**src/conv_consts.svh**
```systemverilog
// register map, field positions, reset values and timing counts of the conversion controller
`ifndef CONV_CONSTS_SVH
`define CONV_CONSTS_SVH

`define CONV_OFS_MUX_SEL 8'h00
`define CONV_OFS_CTRL_STAT 8'h04
`define CONV_OFS_RES_LOW 8'h08
`define CONV_OFS_RES_HIGH 8'h0c
`define CONV_OFS_SPECIAL 8'h10

`define CONV_MUX_REF_POS 6
`define CONV_MUX_LEFT_POS 5
`define CONV_MUX_CHAN_POS 0

`define CONV_CS_ENABLE_POS 7
`define CONV_CS_START_POS 6
`define CONV_CS_AUTO_POS 5
`define CONV_CS_FLAG_POS 4
`define CONV_CS_IE_POS 3
`define CONV_CS_PRESC_POS 0

`define CONV_SF_TRIG_POS 5

`define CONV_MUX_RESET 8'h00
`define CONV_CTRL_RESET 8'h00
`define CONV_SPECIAL_RESET 3'h0

`define CONV_NORMAL_TICKS 5'h0d
`define CONV_FIRST_TICKS 5'h19

`define CONV_SRC_FREE_RUN 3'h0
`define CONV_CHAN_BANDGAP 5'h1e
`define CONV_CHAN_GROUND 5'h1f
`define CONV_CHAN_SINGLE_LAST 5'h07

`define CONV_RESP_OKAY 2'h0
`define CONV_RESP_SLVERR 2'h2

`endif

```
**src/conv_pkg.sv**
```systemverilog
// types shared by the conversion controller
package conv_pkg;

   typedef struct packed
   {
      logic [1:0] reference_select;
      logic left_adjust_result;
      logic [4:0] channel_gain_select;
   } analog_sel_s;

   typedef struct packed
   {
      logic converter_enable;
      logic auto_trigger_enable;
      logic complete_irq_enable;
      logic [2:0] prescale_select;
   } ctrl_s;

endpackage

```
**src/conv_ctrl.sv**
```systemverilog
// conversion controller: register file, start and trigger logic, result interlock
`include "conv_consts.svh"

// Operation
// - result is a 10-bit code, zero at ground
// - reference field picks supply, internal, or none
// - channel field picks input and gain
// - differential pairs use gain, single-ended bypass
// - reference and channel reach analog path only when enabled; gain bypass follows the channel always
// - result right-aligned, left-aligned when bit set
// - low read blocks updates, high read releases
// - blocked completion leaves result unchanged, discarded
// - completion flag set even when result discarded
// - start bit begins conversion, clears when done; stays set while free-running
// - channel change waits for running conversion
// - auto-trigger enable uses selected trigger source
// - trigger edge restarts prescaler and starts conversion
// - held level or edge while busy ignored
// - peripheral flag triggers even with interrupts off
// - own completion flag as source free-runs
// - free-run needs first start, then continues
// - start bit still works with auto-trigger
// - start bit reads one during any conversion
// - completion writes result, sets flag, clears start; free-run keeps start set
// - 13 converter clocks, 25 for first
// - prescaler runs only while enabled
module conv_ctrl #(
   parameter int TRIG_W = 7
) (
   input wire logic clk_i,
   input wire logic resetn_i,
   input wire logic [7:0] s_axi_awaddr_i,
   input wire logic s_axi_awvalid_i,
   output logic s_axi_awready_o,
   input wire logic [31:0] s_axi_wdata_i,
   input wire logic [3:0] s_axi_wstrb_i,
   input wire logic s_axi_wvalid_i,
   output logic s_axi_wready_o,
   output logic [1:0] s_axi_bresp_o,
   output logic s_axi_bvalid_o,
   input wire logic s_axi_bready_i,
   input wire logic [7:0] s_axi_araddr_i,
   input wire logic s_axi_arvalid_i,
   output logic s_axi_arready_o,
   output logic [31:0] s_axi_rdata_o,
   output logic [1:0] s_axi_rresp_o,
   output logic s_axi_rvalid_o,
   input wire logic s_axi_rready_i,
   input wire logic [TRIG_W-1:0] trigger_i,
   input wire logic [9:0] core_result_i,
   output logic converter_enable_o,
   output logic [1:0] reference_select_o,
   output logic [4:0] channel_gain_select_o,
   output logic gain_bypass_o,
   output logic converter_tick_o,
   output logic converting_o,
   output logic first_conversion_o,
   output logic conversion_done_o,
   output logic irq_o
);

   generate
      if (TRIG_W < 1 || TRIG_W > 7)
      begin : g_bad_trig_w
         $error("TRIG_W must lie between 1 and 7");
      end
   endgenerate

   conv_pkg::analog_sel_s sel_reg;
   conv_pkg::analog_sel_s active_sel_reg;
   conv_pkg::ctrl_s ctrl_reg;
   logic [2:0] trig_src_reg;
   logic flag_reg;
   logic busy_reg;
   logic pend_reg;
   logic long_reg;
   logic first_reg;
   logic [4:0] tick_cnt_reg;
   logic [9:0] result_reg;
   logic lock_reg;

   logic aw_full_reg;
   logic w_full_reg;
   logic [7:0] aw_addr_reg;
   logic [7:0] w_data_reg;
   logic w_strb_reg;
   logic wr_go;
   logic rd_go;
   logic [7:0] rd_byte;
   logic rd_hit;

   logic tick;
   logic [TRIG_W-1:0] trig_rise;
   logic trig_edge;
   logic trig_start;
   logic sw_start;
   logic done;
   logic free_run;
   logic begin_conv;
   logic [4:0] conv_len;
   logic enable_write;

   conv_trig_sync #(.W(TRIG_W)) u_sync (
      .clk_i(clk_i),
      .resetn_i(resetn_i),
      .async_i(trigger_i),
      .rise_o(trig_rise)
   );

   conv_prescaler u_presc (
      .clk_i(clk_i),
      .resetn_i(resetn_i),
      .run_i(ctrl_reg.converter_enable),
      .restart_i(trig_start),
      .div_sel_i(ctrl_reg.prescale_select),
      .tick_o(tick)
   );

   // bus slave: address and data may come in either order, one write at a time
   assign s_axi_awready_o = !aw_full_reg && !s_axi_bvalid_o;
   assign s_axi_wready_o = !w_full_reg && !s_axi_bvalid_o;
   assign wr_go = aw_full_reg && w_full_reg && !s_axi_bvalid_o;
   assign s_axi_arready_o = !s_axi_rvalid_o;
   assign rd_go = s_axi_arvalid_i && s_axi_arready_o;

   always_ff @(posedge clk_i)
   begin
      if (!resetn_i)
      begin
         aw_full_reg <= 1'b0;
         w_full_reg <= 1'b0;
         aw_addr_reg <= 8'h00;
         w_data_reg <= 8'h00;
         w_strb_reg <= 1'b0;
      end
      else
      begin
         if (s_axi_awvalid_i && s_axi_awready_o)
         begin
            aw_full_reg <= 1'b1;
            aw_addr_reg <= s_axi_awaddr_i;
         end
         else if (wr_go)
            aw_full_reg <= 1'b0;
         if (s_axi_wvalid_i && s_axi_wready_o)
         begin
            w_full_reg <= 1'b1;
            w_data_reg <= s_axi_wdata_i[7:0];
            w_strb_reg <= s_axi_wstrb_i[0];
         end
         else if (wr_go)
            w_full_reg <= 1'b0;
      end
   end

   always_ff @(posedge clk_i)
   begin
      if (!resetn_i)
      begin
         s_axi_bvalid_o <= 1'b0;
         s_axi_bresp_o <= `CONV_RESP_OKAY;
      end
      else if (wr_go)
      begin
         s_axi_bvalid_o <= 1'b1;
         if (aw_addr_reg == `CONV_OFS_MUX_SEL || aw_addr_reg == `CONV_OFS_CTRL_STAT ||
             aw_addr_reg == `CONV_OFS_SPECIAL || aw_addr_reg == `CONV_OFS_RES_LOW ||
             aw_addr_reg == `CONV_OFS_RES_HIGH)
            s_axi_bresp_o <= `CONV_RESP_OKAY;
         else
            s_axi_bresp_o <= `CONV_RESP_SLVERR;
      end
      else if (s_axi_bready_i)
         s_axi_bvalid_o <= 1'b0;
   end

   // register writes; only the low byte lane carries register bits
   assign enable_write = wr_go && w_strb_reg && aw_addr_reg == `CONV_OFS_CTRL_STAT;

   always_ff @(posedge clk_i)
   begin
      if (!resetn_i)
      begin
         sel_reg <= `CONV_MUX_RESET;
         ctrl_reg <= '0;
         trig_src_reg <= `CONV_SPECIAL_RESET;
      end
      else if (wr_go && w_strb_reg)
      begin
         if (aw_addr_reg == `CONV_OFS_MUX_SEL)
            sel_reg <= w_data_reg;
         else if (aw_addr_reg == `CONV_OFS_CTRL_STAT)
         begin
            ctrl_reg.converter_enable <= w_data_reg[`CONV_CS_ENABLE_POS];
            ctrl_reg.auto_trigger_enable <= w_data_reg[`CONV_CS_AUTO_POS];
            ctrl_reg.complete_irq_enable <= w_data_reg[`CONV_CS_IE_POS];
            ctrl_reg.prescale_select <= w_data_reg[`CONV_CS_PRESC_POS +: 3];
         end
         else if (aw_addr_reg == `CONV_OFS_SPECIAL)
            trig_src_reg <= w_data_reg[`CONV_SF_TRIG_POS +: 3];
      end
   end

   // start and trigger decisions
   assign sw_start = enable_write && w_data_reg[`CONV_CS_START_POS] && w_data_reg[`CONV_CS_ENABLE_POS];
   assign trig_edge = trig_src_reg != `CONV_SRC_FREE_RUN && trig_src_reg <= 3'(TRIG_W) &&
                      trig_rise[trig_src_reg - 3'h1];
   // edges are only looked at while idle, so a held level or a mid-conversion edge does nothing
   assign trig_start = ctrl_reg.converter_enable && ctrl_reg.auto_trigger_enable && trig_edge &&
                       !busy_reg && !pend_reg;
   assign free_run = ctrl_reg.auto_trigger_enable && trig_src_reg == `CONV_SRC_FREE_RUN;
   assign conv_len = long_reg ? `CONV_FIRST_TICKS : `CONV_NORMAL_TICKS;
   assign done = busy_reg && tick && tick_cnt_reg == conv_len - 5'h01;
   assign begin_conv = pend_reg && tick && !busy_reg;

   // conversion sequencer: a request waits for the next converter clock tick
   always_ff @(posedge clk_i)
   begin
      if (!resetn_i || !ctrl_reg.converter_enable)
      begin
         pend_reg <= 1'b0;
         busy_reg <= 1'b0;
         tick_cnt_reg <= 5'h00;
         long_reg <= 1'b0;
      end
      else
      begin
         if (begin_conv)
         begin
            pend_reg <= 1'b0;
            busy_reg <= 1'b1;
            tick_cnt_reg <= 5'h00;
            long_reg <= first_reg;
         end
         else if (sw_start || trig_start)
            pend_reg <= !busy_reg;
         if (done)
         begin
            busy_reg <= ctrl_reg.converter_enable && free_run;
            tick_cnt_reg <= 5'h00;
            long_reg <= 1'b0;
         end
         else if (busy_reg && tick)
            tick_cnt_reg <= tick_cnt_reg + 5'h01;
      end
   end

   // the first conversion after switching on gets the long initialisation length
   always_ff @(posedge clk_i)
   begin
      if (!resetn_i || !ctrl_reg.converter_enable)
         first_reg <= 1'b1;
      else if (begin_conv)
         first_reg <= 1'b0;
   end

   // selections are shadowed; they only move between conversions
   always_ff @(posedge clk_i)
   begin
      if (!resetn_i)
         active_sel_reg <= `CONV_MUX_RESET;
      else if (!busy_reg || done)
         active_sel_reg <= sel_reg;
   end

   // completion flag, set beats a clearing write
   always_ff @(posedge clk_i)
   begin
      if (!resetn_i)
         flag_reg <= 1'b0;
      else if (done)
         flag_reg <= 1'b1;
      else if (enable_write && w_data_reg[`CONV_CS_FLAG_POS])
         flag_reg <= 1'b0;
   end

   // result interlock between the low and high byte reads
   always_ff @(posedge clk_i)
   begin
      if (!resetn_i)
         lock_reg <= 1'b0;
      else if (rd_go && s_axi_araddr_i == `CONV_OFS_RES_LOW)
         lock_reg <= 1'b1;
      else if (rd_go && s_axi_araddr_i == `CONV_OFS_RES_HIGH)
         lock_reg <= 1'b0;
   end

   always_ff @(posedge clk_i)
   begin
      if (!resetn_i)
         result_reg <= 10'h000;
      else if (done && !lock_reg)
         result_reg <= core_result_i;
   end

   // read path; alignment is applied on the way out so a late change of the bit still shows
   always_comb
   begin
      rd_byte = 8'h00;
      rd_hit = 1'b1;
      if (s_axi_araddr_i == `CONV_OFS_MUX_SEL)
         rd_byte = sel_reg;
      else if (s_axi_araddr_i == `CONV_OFS_CTRL_STAT)
      begin
         rd_byte[`CONV_CS_ENABLE_POS] = ctrl_reg.converter_enable;
         rd_byte[`CONV_CS_START_POS] = busy_reg || pend_reg;
         rd_byte[`CONV_CS_AUTO_POS] = ctrl_reg.auto_trigger_enable;
         rd_byte[`CONV_CS_FLAG_POS] = flag_reg;
         rd_byte[`CONV_CS_IE_POS] = ctrl_reg.complete_irq_enable;
         rd_byte[`CONV_CS_PRESC_POS +: 3] = ctrl_reg.prescale_select;
      end
      else if (s_axi_araddr_i == `CONV_OFS_RES_LOW)
         rd_byte = sel_reg.left_adjust_result ? {result_reg[1:0], 6'h00} : result_reg[7:0];
      else if (s_axi_araddr_i == `CONV_OFS_RES_HIGH)
         rd_byte = sel_reg.left_adjust_result ? result_reg[9:2] : {6'h00, result_reg[9:8]};
      else if (s_axi_araddr_i == `CONV_OFS_SPECIAL)
         rd_byte[`CONV_SF_TRIG_POS +: 3] = trig_src_reg;
      else
         rd_hit = 1'b0;
   end

   always_ff @(posedge clk_i)
   begin
      if (!resetn_i)
      begin
         s_axi_rvalid_o <= 1'b0;
         s_axi_rdata_o <= 32'h0000_0000;
         s_axi_rresp_o <= `CONV_RESP_OKAY;
      end
      else if (rd_go)
      begin
         s_axi_rvalid_o <= 1'b1;
         s_axi_rdata_o <= {24'h000000, rd_byte};
         s_axi_rresp_o <= rd_hit ? `CONV_RESP_OKAY : `CONV_RESP_SLVERR;
      end
      else if (s_axi_rready_i)
         s_axi_rvalid_o <= 1'b0;
   end

   // reference and channel outputs stay parked until the converter is switched on; gain_bypass_o is not gated by the enable
   assign converter_enable_o = ctrl_reg.converter_enable;
   assign reference_select_o = ctrl_reg.converter_enable ? active_sel_reg.reference_select : 2'h0;
   assign channel_gain_select_o = ctrl_reg.converter_enable ? active_sel_reg.channel_gain_select : 5'h00;
   assign gain_bypass_o = active_sel_reg.channel_gain_select <= `CONV_CHAN_SINGLE_LAST ||
                          active_sel_reg.channel_gain_select == `CONV_CHAN_BANDGAP ||
                          active_sel_reg.channel_gain_select == `CONV_CHAN_GROUND;
   assign converter_tick_o = tick;
   assign converting_o = busy_reg;
   assign first_conversion_o = long_reg;
   assign conversion_done_o = done;
   assign irq_o = flag_reg && ctrl_reg.complete_irq_enable;

   // checking helper: converter ticks seen since the conversion began
   logic [4:0] chk_ticks_reg;

   always_ff @(posedge clk_i)
   begin
      if (!resetn_i || begin_conv || done)
         chk_ticks_reg <= 5'h00;
      else if (busy_reg && tick)
         chk_ticks_reg <= chk_ticks_reg + 5'h01;
   end

   property p_prescaler_held;
      @(posedge clk_i) disable iff (!resetn_i)
      !ctrl_reg.converter_enable |=> !tick;
   endproperty
   a_prescaler_held: assert property (p_prescaler_held) else $error("tick while disabled");

   property p_single_clears_start;
      @(posedge clk_i) disable iff (!resetn_i)
      done && !free_run |=> !busy_reg && !pend_reg;
   endproperty
   a_single_clears_start: assert property (p_single_clears_start) else $error("start bit not cleared");

   property p_blocked_result;
      @(posedge clk_i) disable iff (!resetn_i)
      done && lock_reg |=> $stable(result_reg);
   endproperty
   a_blocked_result: assert property (p_blocked_result) else $error("locked result changed");

   property p_flag_on_done;
      @(posedge clk_i) disable iff (!resetn_i)
      done |=> flag_reg;
   endproperty
   a_flag_on_done: assert property (p_flag_on_done) else $error("flag not set at completion");

   property p_low_read_locks;
      @(posedge clk_i) disable iff (!resetn_i)
      rd_go && s_axi_araddr_i == `CONV_OFS_RES_LOW |=> lock_reg && s_axi_rvalid_o;
   endproperty
   a_low_read_locks: assert property (p_low_read_locks) else $error("low read did not lock");

   property p_no_start_while_busy;
      @(posedge clk_i) disable iff (!resetn_i)
      busy_reg && !done |=> !pend_reg;
   endproperty
   a_no_start_while_busy: assert property (p_no_start_while_busy) else $error("request taken while busy");

   property p_length;
      @(posedge clk_i) disable iff (!resetn_i)
      done |-> chk_ticks_reg == (long_reg ? 5'h18 : 5'h0c);
   endproperty
   a_length: assert property (p_length) else $error("wrong conversion length");

   property p_parked;
      @(posedge clk_i) disable iff (!resetn_i)
      !converter_enable_o |-> reference_select_o == 2'h0 && channel_gain_select_o == 5'h00;
   endproperty
   a_parked: assert property (p_parked) else $error("selection applied while disabled");

   property p_free_run;
      @(posedge clk_i) disable iff (!resetn_i)
      done && free_run && ctrl_reg.converter_enable |=> busy_reg;
   endproperty
   a_free_run: assert property (p_free_run) else $error("free run stopped");

   property p_sel_frozen;
      @(posedge clk_i) disable iff (!resetn_i)
      busy_reg && $past(busy_reg) && !$past(done) |-> $stable(active_sel_reg);
   endproperty
   a_sel_frozen: assert property (p_sel_frozen) else $error("selection moved mid conversion");

endmodule

```
**src/conv_prescaler.sv**
```systemverilog
// converter clock prescaler: one tick every 2..256 system clocks
module conv_prescaler (
   input wire logic clk_i,
   input wire logic resetn_i,
   input wire logic run_i,
   input wire logic restart_i,
   input wire logic [2:0] div_sel_i,
   output logic tick_o
);

   logic [7:0] count_reg;
   logic [8:0] span;
   logic [7:0] terminal;

   assign span = (9'h002 << div_sel_i) - 9'h001;
   assign terminal = span[7:0];

   always_ff @(posedge clk_i)
   begin
      if (!resetn_i || !run_i || restart_i)
      begin
         count_reg <= 8'h00;
         tick_o <= 1'b0;
      end
      else if (count_reg >= terminal)
      begin
         count_reg <= 8'h00;
         tick_o <= 1'b1;
      end
      else
      begin
         count_reg <= count_reg + 8'h01;
         tick_o <= 1'b0;
      end
   end

endmodule

```
**src/conv_trig_sync.sv**
```systemverilog
// two-flop synchroniser with rising-edge detection for the trigger inputs
module conv_trig_sync #(
   parameter int W = 7
) (
   input wire logic clk_i,
   input wire logic resetn_i,
   input wire logic [W-1:0] async_i,
   output logic [W-1:0] rise_o
);

   logic [W-1:0] meta_reg;
   logic [W-1:0] sync_reg;
   logic [W-1:0] prev_reg;

   always_ff @(posedge clk_i)
   begin
      if (!resetn_i)
      begin
         meta_reg <= '0;
         sync_reg <= '0;
         prev_reg <= '0;
      end
      else
      begin
         meta_reg <= async_i;
         sync_reg <= meta_reg;
         prev_reg <= sync_reg;
      end
   end

   assign rise_o = sync_reg & ~prev_reg;

endmodule
```
**config.mk**
```make
export PLATFORM = sky130hd
export DESIGN_NAME = conv_ctrl
export DESIGN_NICKNAME = d
export VERILOG_FILES = /design/src/conv_pkg.sv /design/src/conv_ctrl.sv /design/src/conv_prescaler.sv /design/src/conv_trig_sync.sv
export VERILOG_INCLUDE_DIRS = /design/src
export SDC_FILE = /design/constraint.sdc
export NUM_CORES = 1
export LEC_CHECK = 0
export BUFFER_PORTS_ARGS = -buffer_cell sky130_fd_sc_hd__buf_2
export CORE_MARGIN = 2
export CORE_UTILIZATION = 54
export CTS_BUF_LIST = sky130_fd_sc_hd__clkbuf_4
export CTS_CLUSTER_SIZE = 14
export DETAILED_ROUTE_END_ITERATION = 16
export PLACE_DENSITY = 0.83
export SYNTH_ARGS = -nofsm -noshare
export SYNTH_HDL_FRONTEND = slang
export SYNTH_SLANG_ARGS = --single-unit
```
**constraint.sdc**
```tcl
create_clock -name clk_i -period 3.05 [get_ports clk_i]
set_input_delay 0.61 -clock clk_i [delete_from_list [all_inputs] [get_ports clk_i]]
set_output_delay 0.61 -clock clk_i [all_outputs]
set_load 0.005 [all_outputs]
```
==> results of run 1 <==
worst register-to-register path: stages, from the launching register on:
cell,delay [ns]
sky130_fd_sc_hd__dfxtp_1,0.41
sky130_fd_sc_hd__or3_1,0.43
sky130_fd_sc_hd__ha_1,0.28
sky130_fd_sc_hd__nor3_1,0.16
sky130_fd_sc_hd__a21o_1,0.11
sky130_fd_sc_hd__a21oi_1,0.07
sky130_fd_sc_hd__ha_1,0.30
sky130_fd_sc_hd__o21a_1,0.11
sky130_fd_sc_hd__o211ai_1,0.15
sky130_fd_sc_hd__a31oi_1,0.08
sky130_fd_sc_hd__a2111o_1,0.48
sky130_fd_sc_hd__nor2_1,0.14
kinds of logic after synthesis:
group / synth area share, %
AOI/OAI and AO/OA: 11.7
xor gates and xnor gates: 1.63
adders and majority gates: 3.62
buffers and inverters: 7.44
DFF: 43.8
muxes: 9.20
other: 0.0774
and+or+nand+nor: 22.5
metrics by stage:
| step | area [sq um] | cells | hold slack (ns) | worst slack [ns] | util [%] |
|---|---|---|---|---|---|
| floorplan | 4940 | 569 | 0.412 | 0.394 | - |
| global placement | 5210 | 709 | 0.416 | 0.429 | 59.7 |
| detailed placement | 5210 | 709 | 0.419 | 0.318 | 59.7 |
| CTS | 5330 | 725 | 0.332 | 0.278 | 61.1 |
| global route | 5330 | 725 | 0.319 | 0.103 | 61.1 |
| finish | 5330 | 725 | 0.356 | 0.265 | 61.1 |
power breakdown:
part,internal [mW],switching (mW),total [mW]
clock network,0.172,0.460,0.632
registers,1.42,0.0256,1.44
logic,0.0692,0.0939,0.163
total,1.66,0.579,2.24
cells in the final DEF (no fill, tap or decap), types with 2 or more instances in the layout:
master,instances
sky130_fd_sc_hd__xor2_1,5
sky130_fd_sc_hd__buf_4,6
sky130_fd_sc_hd__a21oi_1,49
sky130_fd_sc_hd__or4_4,2
sky130_fd_sc_hd__a32oi_1,3
sky130_fd_sc_hd__nor2_1,63
sky130_fd_sc_hd__inv_1,17
sky130_fd_sc_hd__ha_1,14
sky130_fd_sc_hd__o211ai_1,5
sky130_fd_sc_hd__nand3_1,14
sky130_fd_sc_hd__nand2b_1,3
sky130_fd_sc_hd__nor2b_1,6
sky130_fd_sc_hd__nor3_1,5
sky130_fd_sc_hd__o21a_1,3
sky130_fd_sc_hd__clkbuf_4,9
sky130_fd_sc_hd__a211oi_1,2
sky130_fd_sc_hd__dfxtp_1,106
sky130_fd_sc_hd__a221o_1,3
sky130_fd_sc_hd__buf_2,77
sky130_fd_sc_hd__and3_1,4
sky130_fd_sc_hd__clkinv_2,2
sky130_fd_sc_hd__a31oi_1,3
sky130_fd_sc_hd__nand4_1,6
sky130_fd_sc_hd__inv_6,2
sky130_fd_sc_hd__nor3b_1,3
sky130_fd_sc_hd__o311ai_0,3
sky130_fd_sc_hd__xnor2_1,4
sky130_fd_sc_hd__conb_1,26
sky130_fd_sc_hd__and2_1,31
sky130_fd_sc_hd__nor4bb_1,2
sky130_fd_sc_hd__mux2i_1,40
sky130_fd_sc_hd__mux2_2,4
sky130_fd_sc_hd__nand2_1,53
sky130_fd_sc_hd__o21ai_0,10
sky130_fd_sc_hd__clkinvlp_4,2
sky130_fd_sc_hd__a21o_1,4
sky130_fd_sc_hd__nand4b_1,4
worst paths after layout:
path / to / from / slack, ns
max reg2reg: u_presc.count_reg[7]$_SDFF_PP0_ / ctrl_reg[0]$_SDFFE_PN0P_ / 0.27
max: u_presc.count_reg[7]$_SDFF_PP0_ / ctrl_reg[0]$_SDFFE_PN0P_ / 0.27
min: u_sync.meta_reg[2]$_SDFF_PN0_ / trigger_i[2] / 0.36
min reg2reg: u_sync.sync_reg[1]$_SDFF_PN0_ / u_sync.meta_reg[1]$_SDFF_PN0_ / 0.45
final cells by class:
class	count	area share [%]
clock buffers	9	1.27
clock inverters	7	0.963
inverters	18	1.27
multi-input cells	394	46.1
flip-flops and latches	106	39.8
well taps	108	2.54
repair buffers	83	8.08
metal layers:
layer | up-vias | GRT usage (%)
met5 | - | 0
met4 | 0 | 7.80
met3 | 18 | 4.33
met2 | 146 | 33.5
met1 | 1782 | 26.7
li1 | 1955 | -
==> run summary, run 1 <==
==========================================================================================
Maximum number of pins on one net before global-route repair                            27
Worst path arrival time                                                            3.18 ns
Via density per instance                                                              5.38
Total Neg Setup Slack                                                                 0 ns
Sequential standard cell area                                                   2120 sq um
# DRC                                                                                    0
Total met3 wirelength after detailed routing                                        646 um
Share of final-layout standard cells stronger than drive strength 1                  17.8%
Area contributors post-synth                                                  sky130_fd_sc_hd__dfxtp_1 44%, sky130_fd_sc_hd__mux2i_1 8.3%, sky130_fd_sc_hd__a21oi_1 5.1%
Quantity of hold-fixing buffers added after cts                                          0
Count of flip-flops with a built-in enable after synthesis                               0
Port Buf Inserts                                                                        77
Clock edge transition at the registers on the reported setup and hold paths        0.15 ns
Insertion delay of the later-clocked pin in the worst-skew pair                    0.46 ns
Hold violation count in the final report                                                 0
Cell variety after synth                                                                54
Max-slew headroom                                                                    29.9%
Number of warnings printed during yosys synthesis                                        0
Critical Path, Cell by Cell                                                   or3_1 > ha_1 > nor3_1 > a21o_1 > a21oi_1 > ha_1 > o21a_1 > o211ai_1 > a31oi_1 > a2111o_1 > nor2_1
Worst path required time                                                           3.44 ns
Post-Route WL                                                                      9.83 mm
Width of the die                                                                   98.7 um
Part of the Yosys area used for sequential elements                                  43.8%
Routed wire length per instance                                                    13.6 um
Synth-to-Final Area Change                                                           10.0%
Worst Clk Skew                                                                   0.0170 ns
Y dimension of the die                                                             98.7 um
Cell chosen for the clock root                                                sky130_fd_sc_hd__clkbuf_4
Wire length of the first global-routing pass                                       16.4 mm
Worst-path maximum fanout                                                                8
Post-CTS Setup Inserts                                                                   0
Area enclosed by the die boundary                                               9740 sq um
Number of maximum-capacitance violations                                                 0
Cell at the slowest stage of the critical path                                sky130_fd_sc_hd__a2111o_1
Max-slew violations                                                                      0
Startpoint type of the worst setup path                                           register
IO Count                                                                               131
Syn_area_per_cell                                                               8.90 sq um
Number of setup violations in the final report                                           0
Number of buffers added by the clock tree synthesis step                                 9
Maximum level of the CTS H-tree                                                          3
Number of buffers on the longest clock path                                              2
Number of inserted filler cells in the final layout                                    740
Met2 Wirelength                                                                    4.58 mm
Number of synthesized register bits                                                    106
Number of flip-flops in the largest register                                            10
Number of stages on the worst setup path                                                11
Cell taking the most area after synthesis                                     sky130_fd_sc_hd__dfxtp_1
Synth Cell Area                                                                 4840 sq um
Most used cell along the critical path                                        sky130_fd_sc_hd__ha_1
Async set-or-reset flop fraction in the synthesized netlist                             0%
Via count                                                                             3901
Initial DRT Pass Iterations                                                              5
Fin crit period                                                                    2.78 ns
Power Dens Cells                                                               420 nW/um^2
Final #Nets                                                                            702
Peak supply drop                                                                0.000372 V
Overall global routing resource usage                                                20.5%
Antenna cells                                                                            0
Final antenna-violating net count                                                        0
Weighted congestion at the end of routability-driven global placement                0.832
Final critical-path share of the clock period                                        91.3%
Peak per-stage delay on the critical path                                          0.48 ns
Run status                                                                       completed
Overall Power                                                                      2.24 mW
Detailed placer's ending HPWL                                                      7.41 mm
Dominant synthesized flop cell                                                sky130_fd_sc_hd__dfxtp_1
TritonCTS Sinks                                                                        106
Hold Crit Depth                                                                          2
Top cell types by occurrence after synthesis                                  106 x sky130_fd_sc_hd__dfxtp_1, 63 x sky130_fd_sc_hd__nor2_1, 53 x sky130_fd_sc_hd__nand2_1
CTS tree                                                                               yes
Transition time at the pin with the least slew margin                              1.05 ns
Capturing element type of the critical path                                       register
Critical path class                                                                reg2reg
Core footprint                                                                  8720 sq um
Setup repair after global routing missed its margin                                  false
Multi-input gate area in the final layout                                       2450 sq um
Placement row count                                                                     34
Path class of the lowest-slack min-delay path                                       in2reg
Starting Density                                                                     55.5%
F_max                                                                              359 MHz
Fraction of post-synthesis cell area in the top cell type by area                    43.8%
Vias in the first global route                                                        3582
Wire length on met1                                                                4.41 mm
Synthesized instance count                                                             544
Violation count after the first detailed-route iteration                               157
Most instantiated library cell after synthesis                                sky130_fd_sc_hd__dfxtp_1
Total gr overflow                                                                        0
Top sig layer                                                                         met4
Top cell family by delay on the critical path                                 compound AO/OA/AOI/OAI gates
Initial antenna violation count                                                          0
Cell depth of the worst flop-to-flop path                                               11
Leakage power total                                                                2.19 nW
Buffering stage count on the worst path with inverters included                          0
PostCTS Resize Cnt                                                                       0
==========================================================================================
(Power assumes the default switching activity.)
==> inputs of run 2 (changes only) <==
--- a/config.mk
+++ b/config.mk
@@ -6,13 +6,16 @@
 export SDC_FILE = /design/constraint.sdc
 export NUM_CORES = 1
 export LEC_CHECK = 0
+export ABC_AREA = 1
+export ABC_CLOCK_PERIOD_IN_PS = 3050
 export BUFFER_PORTS_ARGS = -buffer_cell sky130_fd_sc_hd__buf_2
 export CORE_MARGIN = 2
-export CORE_UTILIZATION = 54
+export CORE_UTILIZATION = 55
 export CTS_BUF_LIST = sky130_fd_sc_hd__clkbuf_4
 export CTS_CLUSTER_SIZE = 14
 export DETAILED_ROUTE_END_ITERATION = 16
-export PLACE_DENSITY = 0.83
+export PLACE_DENSITY = 0.84
 export SYNTH_ARGS = -nofsm -noshare
 export SYNTH_HDL_FRONTEND = slang
+export SYNTH_HIERARCHICAL = 1
 export SYNTH_SLANG_ARGS = --single-unit
==> run summary, run 2 <==
==========================================================================================
Run status                                                                       completed   unchanged
Share of final-layout standard cells stronger than drive strength 1                  16.2%   was 17.8%
Initial antenna violation count                                                          0   unchanged
Synthesized instance count                                                             705   was 544
Weighted congestion at the end of routability-driven global placement                0.878   was 0.832
Syn_area_per_cell                                                               7.18 sq um   was 8.90 sq um
Detailed placer's ending HPWL                                                      8.04 mm   was 7.41 mm
Max-slew violations                                                                      0   unchanged
Multi-input gate area in the final layout                                       2360 sq um   was 2450 sq um
Power Dens Cells                                                               419 nW/um^2   was 420 nW/um^2
Max-slew headroom                                                                    47.9%   was 29.9%
Final #Nets                                                                            867   was 702
Total gr overflow                                                                        0   unchanged
Number of warnings printed during yosys synthesis                                        6   was 0
Area enclosed by the die boundary                                               9990 sq um   was 9740 sq um
HP Start                                                                      trigger_i[3]   was trigger_i[2]
Final antenna-violating net count                                                        0   unchanged
Total met3 wirelength after detailed routing                                        627 um   was 646 um
Number of inserted filler cells in the final layout                                    812   was 740
Critical path class                                                                reg2out   was reg2reg
Worst Clk Skew                                                                   0.0278 ns   was 0.0170 ns
Met2 Wirelength                                                                    4.90 mm   was 4.58 mm
PostCTS Resize Cnt                                                                       0   unchanged
Y dimension of the die                                                             99.9 um   was 98.7 um
Post-CTS Setup Inserts                                                                   0   unchanged
Wire length of the first global-routing pass                                       17.5 mm   was 16.4 mm
Top library cells by usage in the layout, fill and taps aside                 137 x sky130_fd_sc_hd__nand2_1, 106 x sky130_fd_sc_hd__dfxtp_1, 100 x sky130_fd_sc_hd__nor2_1   was 106 x sky130_fd_sc_hd__dfxtp_1, 77 x sky130_fd_sc_hd__buf_2, 63 x sky130_fd_sc_hd__nor2_1
Worst path required time                                                           2.44 ns   was 3.44 ns
# DRC                                                                                    0   unchanged
CTS tree                                                                               yes   unchanged
Cell taking the most area after synthesis                                     sky130_fd_sc_hd__dfxtp_1   unchanged
Port Buf Inserts                                                                        77   unchanged
Core footprint                                                                  9060 sq um   was 8720 sq um
Overall global routing resource usage                                                21.6%   was 20.5%
End-of-flow core utilization                                                         61.1%   about the same
Peak per-stage delay on the critical path                                          0.45 ns   was 0.48 ns
Capturing element type of the critical path                                   primary output   was register
Top sig layer                                                                         met4   unchanged
Post-Route WL                                                                      10.7 mm   was 9.83 mm
IO Count                                                                               131   unchanged
Async set-or-reset flop fraction in the synthesized netlist                             0%   unchanged
Insertion delay of the later-clocked pin in the worst-skew pair                    0.46 ns   about the same
Cell at the slowest stage of the critical path                                sky130_fd_sc_hd__dfxtp_1   was sky130_fd_sc_hd__a2111o_1
Synth Cell Area                                                                 5060 sq um   was 4840 sq um
Worst-path maximum fanout                                                                6   was 8
Most instantiated library cell after synthesis                                sky130_fd_sc_hd__nand2_1   was sky130_fd_sc_hd__dfxtp_1
Placement row count                                                                     35   was 34
Path class of the lowest-slack min-delay path                                       in2reg   unchanged
Vias in the first global route                                                        3970   was 3582
Quantity of hold-fixing buffers added after cts                                          0   unchanged
Part of the Yosys area used for sequential elements                                  41.9%   was 43.8%
TritonCTS Sinks                                                                        106   unchanged
Routed wire length per instance                                                    11.9 um   was 13.6 um
Number of buffers added by the clock tree synthesis step                                 9   unchanged
Wire length on met1                                                                4.91 mm   was 4.41 mm
Leakage power total                                                                2.69 nW   was 2.19 nW
Critical Path, Cell by Cell                                                   nand2_1 > nor2_1 > nand4_2 > inv_1 > buf_2   was or3_1 > ha_1 > nor3_1 > a21o_1 > a21oi_1 > ha_1 > o21a_1 > o211ai_1 > a31oi_1 > a2111o_1 > nor2_1
Total Neg Setup Slack                                                                 0 ns   unchanged
Via count                                                                             4543   was 3901
Violation count after the first detailed-route iteration                               221   was 157
Dominant synthesized flop cell                                                sky130_fd_sc_hd__dfxtp_1   unchanged
Worst path arrival time                                                            1.72 ns   was 3.18 ns
Number of flip-flops in the largest register                                            10   unchanged
Cell area after layout                                                          5540 sq um   was 5330 sq um
Number of setup violations in the final report                                           0   unchanged
Fraction of post-synthesis cell area in the top cell type by area                    41.9%   was 43.8%
Maximum number of pins on one net before global-route repair                            34   was 27
Area contributors post-synth                                                  sky130_fd_sc_hd__dfxtp_1 42%, sky130_fd_sc_hd__nand2_1 10%, sky130_fd_sc_hd__nor2_1 7.4%   was sky130_fd_sc_hd__dfxtp_1 44%, sky130_fd_sc_hd__mux2i_1 8.3%, sky130_fd_sc_hd__a21oi_1 5.1%
F_max                                                                              430 MHz   was 359 MHz
Placed Instance Area                                                            5410 sq um   was 5210 sq um
Origin of the critical flop-to-flop path                                      trig_src_reg[0]$_SDFFE_PN0P_   was ctrl_reg[0]$_SDFFE_PN0P_
Final critical-path share of the clock period                                        76.3%   was 91.3%
Sequential standard cell area                                                   2120 sq um   unchanged
Clock edge transition at the registers on the reported setup and hold paths        0.16 ns   was 0.15 ns
Peak supply drop                                                                0.000226 V   was 0.000372 V
Synth-to-Final Area Change                                                           9.47%   was 10.0%
Startpoint of the worst setup timing path                                     converting_o$_SDFFE_PP0P_   was ctrl_reg[0]$_SDFFE_PN0P_
Count of flip-flops with a built-in enable after synthesis                               0   unchanged
Number of buffers on the longest clock path                                              2   unchanged
Fin crit period                                                                    2.33 ns   was 2.78 ns
Cell chosen for the clock root                                                sky130_fd_sc_hd__clkbuf_4   unchanged
Number of synthesized register bits                                                    106   unchanged
Number of maximum-capacitance violations                                                 0   unchanged
Top cell types by occurrence after synthesis                                  137 x sky130_fd_sc_hd__nand2_1, 106 x sky130_fd_sc_hd__dfxtp_1, 100 x sky130_fd_sc_hd__nor2_1   was 106 x sky130_fd_sc_hd__dfxtp_1, 63 x sky130_fd_sc_hd__nor2_1, 53 x sky130_fd_sc_hd__nand2_1
Cell variety after synth                                                                38   was 54
Via density per instance                                                              5.08   was 5.38
Maximum level of the CTS H-tree                                                          3   unchanged
Most frequent standard cell in the layout excluding fill and tap cells        sky130_fd_sc_hd__nand2_1   was sky130_fd_sc_hd__dfxtp_1
Startpoint type of the worst setup path                                           register   unchanged
Antenna cells                                                                            0   unchanged
Initial DRT Pass Iterations                                                              5   unchanged
Starting Density                                                                     55.8%   was 55.5%
Width of the die                                                                   99.9 um   was 98.7 um
Transition time at the pin with the least slew margin                             0.781 ns   was 1.05 ns
Hold violation count in the final report                                                 0   unchanged
Setup repair after global routing missed its margin                                  false   unchanged
==========================================================================================
==> run 2: changes by cell type in the layout (fill, tap and decap cells not counted), sizes merged, moves of 5 or more <==
cell / before / now
mux2i: 40 / 0
xor2: 5 / 0
inv: 19 / 104
and2: 31 / 0
o21ai: 11 / 52
nor2b: 6 / 0
nand4: 6 / 11
a211oi: 2 / 8
nor2: 63 / 116
nand3: 14 / 37
nand2: 53 / 140
==> run 2: logic make-up (layout without fill, tap and decap cells) <==
family	count (synthesis)	count (layout)	share of synthesized area (%)
other cells	1	26	0.0741
xor+xnor	4	4	0.692
fa+ha+maj	13	13	3.21
simple gates	317	317	27.6
compound gates	119	119	13.2
flops	106	106	41.9
buf+inv	145	198	13.3
==> run 2: critical path: cells and delay by family, from the launching register on <==
| family | cells | cell delay, ns |
|---|---|---|
| and+or+nand+nor | 3 | 0.53 |
| DFF | 1 | 0.45 |
| buffers and inverters | 2 | 0.31 |
==> run 2: metrics by stage <==
stage	hold slack [ns]	instances	worst slack, ns	total power [mW]
after global routing	0.305	894	0.549	2.41
final	0.334	894	0.722	2.32
after detailed placement	0.400	878	1.01	1.67
after floorplan	0.390	730	1.32	1.63
after CTS	0.307	894	0.701	2.33
after global placement	0.394	878	1.09	1.67
==> run 2: layer usage <==
layer / track usage, % / vias up
li1: - / 2332
met1: 28.3 / 2056
met2: 36.1 / 134
met3: 3.34 / 21
met4: 8.64 / 0
met5: 0 / -
==> run 2: worst paths after layout <==
| path | slack, ns | to | depth (start not counted) |
|---|---|---|---|
| worst max-delay path | 0.72 | conversion_done_o | 5 |
| worst min-delay path | 0.33 | u_sync/meta_reg[3]$_SDFF_PN0_ | 3 |
| worst max register to register | 0.95 | u_presc/count_reg[3]$_SDFF_PP0_ | 11 |
| worst min register to register | 0.42 | u_sync/sync_reg[2]$_SDFF_PN0_ | 2 |
==> run 2: final cells by class <==
type	instances	share of cell area, %
sequential	106	38.3
inverter	102	6.91
clock inverter	5	0.790
tap	111	2.51
clock buffer	11	1.49
multi-input combinational	479	42.6
timing repair buffer	80	7.36
==> run 2: power breakdown <==
group | internal [mW] | switching (mW)
Combinational | 0.0702 | 0.127
Sequential | 1.43 | 0.0214
Clock | 0.201 | 0.476
